### src/rtl/uar_regs.svh
// constants for the asynchronous receive recovery block
`ifndef UAR_REGS_SVH
`define UAR_REGS_SVH

`define UAR_CLK_PERIOD_NS  50
`define UAR_SPB_NORMAL     5'h10
`define UAR_SPB_DOUBLE     5'h08
`define UAR_SF_NORMAL      5'h08
`define UAR_SF_DOUBLE      5'h04
`define UAR_DATA_BITS_MIN  4'h5
`define UAR_DATA_BITS_MAX  4'h9
`define UAR_FIFO_DEPTH     16
`define UAR_WORD_W         11
`define UAR_FE_POS         10
`define UAR_PAR_POS        9
`define UAR_DIV_W          12

`endif

### src/rtl/uar_pkg.sv
// types of the asynchronous receive recovery block
package uar_pkg;
	typedef enum logic [1:0] {
		UAR_IDLE  = 2'b00,
		UAR_START = 2'b01,
		UAR_DATA  = 2'b10,
		UAR_PUSH  = 2'b11
	} uar_state_t;
endpackage : uar_pkg

### src/rtl/uar_fifo.sv
// receive word fifo with registered read data
`timescale 1ns/100ps
module uar_fifo #(
	parameter int WIDTH = 11,
	parameter int DEPTH = 16
) (
	input  wire logic             i_clk,
	input  wire logic             i_reset_n,
	input  wire logic             i_in_valid,
	input  wire logic [WIDTH-1:0] i_in_data,
	output logic                  o_in_ready,
	output logic                  o_out_valid,
	output logic      [WIDTH-1:0] o_out_data,
	input  wire logic             i_out_ready
);
	localparam int AW = $clog2(DEPTH);

	logic [WIDTH-1:0] mem_q [DEPTH];
	logic [AW-1:0]    wptr_q;
	logic [AW-1:0]    rptr_q;
	logic [AW:0]      count_q;
	logic             push;
	logic             pop;

	assign o_in_ready = (count_q != (AW+1)'(DEPTH));
	assign push       = i_in_valid && o_in_ready;
	// refill the output stage whenever it is empty or being taken
	assign pop        = (count_q != '0) && (!o_out_valid || i_out_ready);

	always_ff @(posedge i_clk) begin
		if (push) begin
			mem_q[wptr_q] <= i_in_data;
		end
	end

	always_ff @(posedge i_clk or negedge i_reset_n) begin
		if (!i_reset_n) begin
			wptr_q  <= '0;
			rptr_q  <= '0;
			count_q <= '0;
		end else begin
			if (push) begin
				wptr_q <= wptr_q + 1'b1;
			end
			if (pop) begin
				rptr_q <= rptr_q + 1'b1;
			end
			count_q <= count_q + (AW+1)'(push) - (AW+1)'(pop);
		end
	end

	always_ff @(posedge i_clk or negedge i_reset_n) begin
		if (!i_reset_n) begin
			o_out_valid <= 1'b0;
			o_out_data  <= '0;
		end else if (pop) begin
			o_out_valid <= 1'b1;
			o_out_data  <= mem_q[rptr_q];
		end else if (i_out_ready) begin
			o_out_valid <= 1'b0;
		end
	end
endmodule : uar_fifo

### src/rtl/uar_rx.sv
// asynchronous receive clock and data recovery with frame fifo
`timescale 1ns/100ps
`include "uar_regs.svh"
module uar_rx
	import uar_pkg::*;
(
	input  wire logic                   i_clk,
	input  wire logic                   i_reset_n,
	input  wire logic                   i_serial_rx_line,
	input  wire logic                   i_double_speed_select,
	input  wire logic [`UAR_DIV_W-1:0]  i_baud_divisor,
	input  wire logic [3:0]             i_data_bits,
	input  wire logic                   i_parity_en,
	input  wire logic                   i_rx_ready,
	output logic                        o_rx_valid,
	output logic [8:0]                  o_rx_data,
	output logic                        o_rx_parity,
	output logic                        o_frame_error_flag
);
	// ********************************
	// helpers
	// ********************************
	function automatic logic vote3(input logic [2:0] s);
		vote3 = (s[0] & s[1]) | (s[0] & s[2]) | (s[1] & s[2]);
	endfunction : vote3
	function automatic logic [4:0] spb(input logic dbl);
		spb = dbl ? `UAR_SPB_DOUBLE : `UAR_SPB_NORMAL;
	endfunction : spb
	function automatic logic [4:0] first_vote(input logic dbl);
		first_vote = dbl ? `UAR_SF_DOUBLE : `UAR_SF_NORMAL;
	endfunction : first_vote
	function automatic logic [3:0] clamp_bits(input logic [3:0] n);
		clamp_bits = (n < `UAR_DATA_BITS_MIN) ? `UAR_DATA_BITS_MIN
			: (n > `UAR_DATA_BITS_MAX) ? `UAR_DATA_BITS_MAX : n;
	endfunction : clamp_bits

	// ********************************
	// line synchroniser
	// ********************************
	logic sync1_q;
	logic sync2_q;
	logic sync3_q;
	logic line_q;
	always_ff @(posedge i_clk or negedge i_reset_n) begin
		if (!i_reset_n) begin
			sync1_q <= 1'b1;
			sync2_q <= 1'b1;
			sync3_q <= 1'b1;
			line_q  <= 1'b1;
		end else begin
			sync1_q <= i_serial_rx_line;
			sync2_q <= sync1_q;
			sync3_q <= sync2_q;
			if (sync2_q == sync3_q) begin
				line_q <= sync3_q;
			end
		end
	end

	// ********************************
	// sample tick from baud divisor
	// ********************************
	logic [`UAR_DIV_W-1:0] div_q;
	logic                  tick_q;
	always_ff @(posedge i_clk or negedge i_reset_n) begin
		if (!i_reset_n) begin
			div_q  <= '0;
			tick_q <= 1'b0;
		end else if (div_q == '0) begin
			div_q  <= i_baud_divisor;
			tick_q <= 1'b1;
		end else begin
			div_q  <= div_q - 1'b1;
			tick_q <= 1'b0;
		end
	end

	// ********************************
	// recovery state machine
	// ********************************
	uar_state_t                 state_q;
	logic       [4:0]           samp_q;
	logic       [3:0]           bit_q;
	logic       [2:0]           votes_q;
	logic                       prev_hi_q;
	logic                       dbl_q;
	logic       [3:0]           nbits_q;
	logic                       par_en_q;
	logic       [8:0]           data_q;
	logic                       par_q;
	logic                       fe_q;
	logic       [4:0]           sf;
	logic       [2:0]           vset;
	logic                       in_window;
	logic                       vote_end;
	logic                       bit_val;
	logic       [3:0]           last_bit;
	logic                       fifo_ready;
	logic [`UAR_WORD_W-1:0]     word;
	assign sf        = first_vote(dbl_q);
	assign in_window = (samp_q >= sf) && (samp_q <= sf + 5'h02);
	assign vote_end  = tick_q && (samp_q == sf + 5'h02);
	assign vset      = {votes_q[1:0], line_q};
	assign bit_val   = vote3(vset);
	// index of the first stop bit; later stop bits are never sampled
	assign last_bit  = nbits_q + {3'h0, par_en_q} + 4'h1;
	assign word      = {fe_q, par_q, data_q};
	always_ff @(posedge i_clk or negedge i_reset_n) begin
		if (!i_reset_n) begin
			state_q   <= UAR_IDLE;
			samp_q    <= 5'h00;
			bit_q     <= 4'h0;
			votes_q   <= 3'h7;
			prev_hi_q <= 1'b0;
			dbl_q     <= 1'b0;
			nbits_q   <= `UAR_DATA_BITS_MAX;
			par_en_q  <= 1'b0;
		end else begin
			case (state_q)
			UAR_IDLE: begin
				if (tick_q) begin
					prev_hi_q <= line_q;
					if (prev_hi_q && !line_q) begin
						state_q  <= UAR_START;
						samp_q   <= 5'h02;
						dbl_q    <= i_double_speed_select;
						par_en_q <= i_parity_en;
						nbits_q  <= clamp_bits(i_data_bits);
					end
				end
			end
			UAR_START: begin
				if (tick_q) begin
					samp_q <= samp_q + 5'h01;
					if (in_window) begin
						votes_q <= vset;
					end
					if (vote_end) begin
						if (bit_val) begin
							// noise spike: wait for a fresh high first
							state_q   <= UAR_IDLE;
							prev_hi_q <= line_q;
						end else begin
							state_q <= UAR_DATA;
							bit_q   <= 4'h0;
						end
					end
				end
			end
			UAR_DATA: begin
				if (tick_q) begin
					if (in_window) begin
						votes_q <= vset;
					end
					if (samp_q == spb(dbl_q)) begin
						samp_q <= 5'h01;
						bit_q  <= bit_q + 4'h1;
					end else begin
						samp_q <= samp_q + 5'h01;
					end
					if (vote_end && bit_q == last_bit) begin
						state_q   <= UAR_PUSH;
						prev_hi_q <= line_q;
					end
				end
			end
			UAR_PUSH: begin
				// a full fifo stalls here; edges are missed meanwhile
				if (fifo_ready) begin
					state_q <= UAR_IDLE;
				end
			end
			default: begin
				state_q <= UAR_IDLE;
			end
			endcase
		end
	end
	// ********************************
	// bit capture
	// ********************************
	always_ff @(posedge i_clk or negedge i_reset_n) begin
		if (!i_reset_n) begin
			data_q <= 9'h000;
			par_q  <= 1'b0;
			fe_q   <= 1'b0;
		end else if (state_q == UAR_START) begin
			data_q <= 9'h000;
			par_q  <= 1'b0;
		end else if (state_q == UAR_DATA && vote_end && bit_q != 4'h0) begin
			if (bit_q <= nbits_q) begin
				data_q[bit_q - 4'h1] <= bit_val;
			end else if (bit_q == last_bit) begin
				fe_q <= !bit_val;
			end else begin
				par_q <= bit_val;
			end
		end
	end

	// ********************************
	// frame fifo
	// ********************************
	logic [`UAR_WORD_W-1:0] out_word;
	uar_fifo #(
		.WIDTH (`UAR_WORD_W),
		.DEPTH (`UAR_FIFO_DEPTH)
	) u_fifo (
		.i_clk       (i_clk),
		.i_reset_n   (i_reset_n),
		.i_in_valid  (state_q == UAR_PUSH),
		.i_in_data   (word),
		.o_in_ready  (fifo_ready),
		.o_out_valid (o_rx_valid),
		.o_out_data  (out_word),
		.i_out_ready (i_rx_ready)
	);
	assign o_rx_data          = out_word[8:0];
	assign o_rx_parity        = out_word[`UAR_PAR_POS];
	assign o_frame_error_flag = out_word[`UAR_FE_POS];
endmodule : uar_rx

### config.mk
export PLATFORM = sky130hd
export DESIGN_NAME = uar_rx
export DESIGN_NICKNAME = d
export VERILOG_FILES = /design/src/rtl/uar_pkg.sv /design/src/rtl/uar_fifo.sv /design/src/rtl/uar_rx.sv
export VERILOG_INCLUDE_DIRS = /design/src /design/src/rtl
export SDC_FILE = /design/constraint.sdc
export NUM_CORES = 1
export LEC_CHECK = 0
export BUFFER_PORTS_ARGS = -buffer_cell sky130_fd_sc_hd__buf_2
export CORE_MARGIN = 8
export CORE_UTILIZATION = 45
export DETAILED_ROUTE_END_ITERATION = 8
export GPL_TIMING_DRIVEN = 0
export SLEW_MARGIN = 20
export SYNTH_ARGS = -nofsm -noshare
export SYNTH_HDL_FRONTEND = slang
export SYNTH_SLANG_ARGS = --single-unit
### constraint.sdc
create_clock -name i_clk -period 8.1 [get_ports i_clk]
set_clock_uncertainty 0.2 [all_clocks]
set_input_delay 0.81 -clock i_clk [delete_from_list [all_inputs] [get_ports i_clk]]
set_output_delay 0.81 -clock i_clk [all_outputs]
set_load 0.03 [all_outputs]
* Yosys cells after proc, flatten, opt, wreduce, memory -nomap -nowiden *
Memory sizes are Yosys's and may differ from the RTL's. A register that Yosys moved wholly into a read port is not among the register bits.
Cells that the tools add are included.

cells by class
  add/subtract/negate cells = 11
  mux-type cells = 48
  reduce and logical (&&, ||, !) cells = 33
  $lt $le $gt $ge = 7
  bitwise logic cells = 7
  equal/unequal tests = 20

operator list
  cell                                                                  number
  4-bit two-way mux                                                     8
  5-bit two-way mux                                                     6
  9-bit two-way mux                                                     3
  2-bit != test, second input constant                                  12
  4-bit by 1-bit adder with 4-bit output, second input constant         4
  1-bit two-way mux                                                     16
  2-bit two-way mux                                                     8
  5-bit case mux with 3 select lines                                    1
  7-bit AND reduction                                                   2
  12-bit zero test                                                      1
  12-bit two-way mux                                                    1
  12-bit by 1-bit subtractor with 12-bit output, second input constant  1
  5-bit equality test                                                   2
  9-bit bitwise mux                                                     1
  1-bit logical AND                                                     9
  3-bit AND reduction                                                   3
  2-bit case mux with 4 select lines                                    1
  4-bit case mux with 2 select lines                                    1
  2-bit nonzero test                                                    4
  6-bit AND reduction                                                   1
  4-bit by 2-bit adder with 5-bit output, second input constant         1
  5-bit by 1-bit adder with 5-bit output                                1
  5-bit by 1-bit adder with 5-bit output, second input constant         1
  5-bit by 4-bit >= comparator with 1-bit output                        1
  29 further kinds                                                      37

word-level totals
  memories = 1
  memory bits (writable) = 176
  input bits = 22
  bits in registers = 62

memory list
  name          depth  width  read ports  clocked after Yosys merged registers in  wr ports  line            text
  u_fifo.mem_q  16     11     1           1                                        1         uar_fifo.sv:18  logic [WIDTH-1:0] mem_q [DEPTH];

* Logic depth before layout (Yosys ltp) *
  word-level depth = 9
  gate-level depth with buffers = 13
  gate-level depth less buffers = 13

* By module *
Synthesis repeated with hierarchy kept, for this count alone.

unflattened totals
  cells, all modules = 687
  area total of the unflattened synthesis = 10782.8 um^2

by module, submodules not included
  module    area each (um^2)  instances  cells an instance  sequential area each (um^2)
  uar_fifo  7878.8            1          386                5910.7
  uar_rx    2904.0            1          301                1211.2

* Least setup slack after synthesis *
Ideal clock, no wire load.

  path type = register -> register
  start point = register u_fifo.count_q[2]
  end point = memory u_fifo.mem_q[3][0] (enable)
  required time = 7.507 ns
  cell stages (with the launch flop) = 8
  arrival time = 2.117 ns
  setup time = 0.393 ns
  clock period less this slack = 2.710 ns
  slack = 5.390 ns
  cell sequence = dfrtp_1 -> inv_1 -> ha_1 -> and4_1 -> nor2b_1 -> clkbuf_1 -> nand2_1 -> nor3_1

between the ends
  cells in the longest elaborated chain, start to end = 4

ends and longest elaborated chain
  element                                  line            text
  start: declaration                       uar_fifo.sv:21  logic [AW:0] count_q;
  start signal: assignment                 uar_fifo.sv:48  count_q <= count_q + (AW+1)'(push) - (AW+1)'(pop);
  5-bit != test                            uar_fifo.sv:25  assign o_in_ready = (count_q != (AW+1)'(DEPTH));
  1-bit logical AND                        uar_fifo.sv:26  assign push = i_in_valid && o_in_ready;
  net u_fifo.push                          uar_fifo.sv:22  logic push;
  1-bit two-way mux                        uar_fifo.sv:31  if (push) begin
  1-bit two-way mux (not written as such)  uar_fifo.sv:32  mem_q[wptr_q] <= i_in_data;
  end: declaration                         uar_fifo.sv:18

The timed path passes the listed nets, and every way through them passes these cells.

* Worst setup path in the final report *
  start point = register u_fifo.count_q[2]
  end point = register u_fifo.count_q[4]

RTL lines
  element                                      line            text
  5-bit nonzero test                           uar_fifo.sv:28  assign pop = (count_q != '0) && (!o_out_valid || i_out_ready);
  1-bit logical AND                            uar_fifo.sv:28
  net u_fifo.pop                               uar_fifo.sv:23  logic pop;
  5-bit by 1-bit subtractor with 5-bit output  uar_fifo.sv:48

The timed path passes the listed nets, and every way through them passes these cells.
A chain may end at the register's enable or synchronous reset.

==> summary.md <==
| Metric | Value |
|---|---|
| Die height | roughly 170 um |
| Clock latency on the worst-skew pair | 0.52 ns |
| Status | complete, no violations |
| Yosys warning total | 0 |
| First-pass GRT wire length | approximately 34 mm |
| Max Transition Viols Final | 0 |
| Synth async-reset ratio | 29.3% |
| Fin nets | 793 |
| Max_slew headroom | between 20% and 30% |
| Grt total ovfl | 0 |
| CP max FO | 6 |
| Critical setup path kind | register to register |
| Pwr Density | 269 nW/um2 |
| Number of remaining DRC errors | 0 |
| I/O Buffers | 33 |
| Dpl ws | 4.84 ns |
| Netlist Area Pre-Place | about 11,000 um2 |
| H-tree level count | 1 |
| Clock transition at the registers of the reported paths | 0.06 ns |
| Core area | approximately 23,000 um2 |
| Post-CTS Setup Inserts | 0 |
| Final Cycle Share | 40.3% |
| Vias in the first global route | 6,050 |
| # rows | 56 |
| CP Data Arrival Time | 3.51 ns |
| Pleak | about 4.1 nW |
| Final WL | 21.3 mm |
| Final antenna-violating net count | 0 |
| Syn nets | 725 |
| MaxCap Viol Count | 0 |
| Final setup viols | 0 |
| Crit end category | register |
| CP Data Required Time | 8.34 ns |
| Share of layout cells above drive strength 1 | 22.9% |
| Maximum vdd drop | 0.191 mV |
| CTS sink cnt | 249 |
| Antenna cells | 0 |
| Seq cells post-synth | 249 |
| Tightest Pin Transition | 1.06 ns |
| Die span in x | 170 um |
| Via density | 5.37 |
| Final hold vios | 0 |
| TritonRoute pass-1 iters | 5 |
| CTS tree | built |
| Multi-input gate area | 3400 um2 |
| Fill cells | about 1,900 |
| Largest net degree at the start of global routing | between 50 and 60 |
| Mapped Cells | between 600 and 700 |
| Crit path cell chain | inv_1 -> ha_1 -> nor4b_1 -> a21o_1 -> inv_1 -> ha_1 -> inv_1 -> ha_1 -> fa_1 -> a21oi_1 -> nor2_1 -> nor2_1 -> xnor2_1 |
| Fin Setup TNS | 0 ns |
| Initial antenna violation count | 0 |
| Root buffer cell | clkbuf_16 |
| Synth cell types | 55 |
| Sequential cell area | 7120 um2 |
| Critical path's slowest cell | fa_1 |
| Buffers & Inverters on Critical Path | 3 |
| Post-synth EDFFs | 176 |
| WL per Instance | 19.8 um |
| CP max stage delay | 0.40 ns |
| Startpoint Class | register |
| Total CTS buffers | 27 |
| Fin crit period | 3.26 ns |
| Syn_area_per_cell | 16.1 um2 |
| Util after Layout | 52.8% |
| Clock tree buffer depth | 3 |
| Iter 0 DRT Violations | 322 |
| Total Routing Usage GR | between 10% and 20% |
| Overall Power | 3.33 mW |
| Fmax | 306 MHz |
| GPL Wtd Cong | 0.796 |
| RSZ-0062 raised after global routing | no |
| Family with the most delay on the worst path | adder cells |
| DP HPWL | 14.4 mm |
| Seq/Total Area, Yosys | between 60% and 70% |
| Die area | 29,000 um2 |
| Hold WC Path Type | register to register |
| I/O pin count | 34 |
| Ys flop type | edfxtp_1 |
| Total number of vias | 5,772 |
| PnR worst setup slack | between 4 and 5 ns |
| Starting Density | between 40% and 50% |
| Area growth from synthesis to layout | 15.4% |
==> synth_stat cells, types with 8 or more instances <==
cell,count,share of area (%)
edfxtp_1,176,49
dfrtp_1,65,15
mux4_2,44,9.2
nand2_1,43,1.5
ha_1,34,4.0
inv_1,34,1.2
mux2i_1,33,3.1
nor2_1,32,1.1
xnor2_1,24,2.0
o21ai_0,15,0.70
clkbuf_1,14,0.49
a21o_1,13,0.91
nor3_1,13,0.61
o22ai_1,11,0.64
nand3_1,9,0.42
a21oi_1,8,0.37
buf_2,8,0.37
dfstp_2,8,2.0
o41ai_1,8,0.65
==> layout make-up <==
class | count | share of cell area [%]
Buffer | 27 | 0.990
Clock buffer | 31 | 5.82
Clock inverter | 18 | 2.01
Inverter | 34 | 1.03
Multi-Input combinational cell | 358 | 27.5
Sequential cell | 249 | 57.5
Tap cell | 319 | 3.22
Timing Repair Buffer | 39 | 1.96
==> final timing paths <==
| kind | from | end | slack [ns] | depth (start not counted) |
|---|---|---|---|---|
| max reg2reg | u_fifo.count_q[2] | u_fifo.count_q[4] | 4.84 | 13 |
| min reg2reg | sync1_q | sync2_q | 0.16 | 0 |
| min in group asynchronous | i_reset_n | u_fifo.o_out_data[0] | 0.51 | 2 |
| max in group asynchronous | i_reset_n | nbits_q[3] | 6.58 | 3 |
| min | sync1_q | sync2_q | 0.16 | 0 |
| max | u_fifo.count_q[2] | u_fifo.count_q[4] | 4.84 | 13 |
==> registers in the layout (all words and copies together), names as in the netlist, named ones only <==
name	count
samp_q	5
dbl_q	1
tick_q	1
votes_q	2
u_fifo.o_out_valid	1
u_fifo.rptr_q	4
sync3_q	1
div_q	12
u_fifo.count_q	5
line_q	1
par_q	1
bit_q	4
par_en_q	1
prev_hi_q	1
data_q	9
u_fifo.mem_q	176
fe_q	1
sync2_q	1
nbits_q	4
state_q	1
u_fifo.o_out_data	11
u_fifo.wptr_q	4
sync1_q	1
==> cell families after synthesis <==
group | synth area share [%]
muxes | 13.0
DFF | 66.4
buffers and inverters | 2.33
xor gates and xnor gates | 2.51
AOI/OAI and AO/OA | 5.55
adders and majority gates | 4.34
and+or+nand+nor | 5.86
==> power by group <==
group	total [mW]	switching, mW	internal, mW
Clock	1.32	0.490	0.828
Combinational	0.569	0.341	0.229
Sequential	1.44	0.0339	1.41
Total	3.33	0.865	2.47
==> cells in the final DEF, fill, tap and decap left out, types with 11 or more instances in the layout <==
master | synthesis | layout
a21o_1 | 13 | 13
buf_2 | 8 | 40
clkbuf_1 | 14 | 15
clkbuf_16 | 0 | 27
dfrtp_1 | 65 | 65
edfxtp_1 | 176 | 176
ha_1 | 34 | 34
inv_1 | 34 | 34
mux2i_1 | 33 | 33
mux4_2 | 44 | 44
nand2_1 | 43 | 43
nor2_1 | 32 | 23
o21ai_0 | 15 | 15
o22ai_1 | 11 | 11
xnor2_1 | 24 | 24
==> what timing repair did <==
action,4_1_cts,5_1_grt
hold buffers,1,0
hold endpoints to repair,16,0
resized for setup,0,0
==> per-stage QoR <==
stage | hold WS, ns | area [um2] | instances
2_1_floorplan | 0.145 | 10700 | 668
3_3_place_gp | 0.147 | 11300 | 1020
3_5_place_dp | 0.149 | 11400 | 1025
4_1_cts | 0.157 | 12400 | 1075
5_1_grt | 0.162 | 12400 | 1075
6_report | 0.156 | 12400 | 1075
==> routing by layer <==
metal | global-route usage [%] | share of wire, % | vias to the layer above
met5 | 0 | 0 | -
met4 | 3.55 | 2.0 | 0
met3 | 2.32 | 3.5 | 27
met2 | 25.9 | 49 | 110
met1 | 19.9 | 45 | 2933
li1 | - | - | 2702
Note: power is estimated with default switching activity, not from simulation.
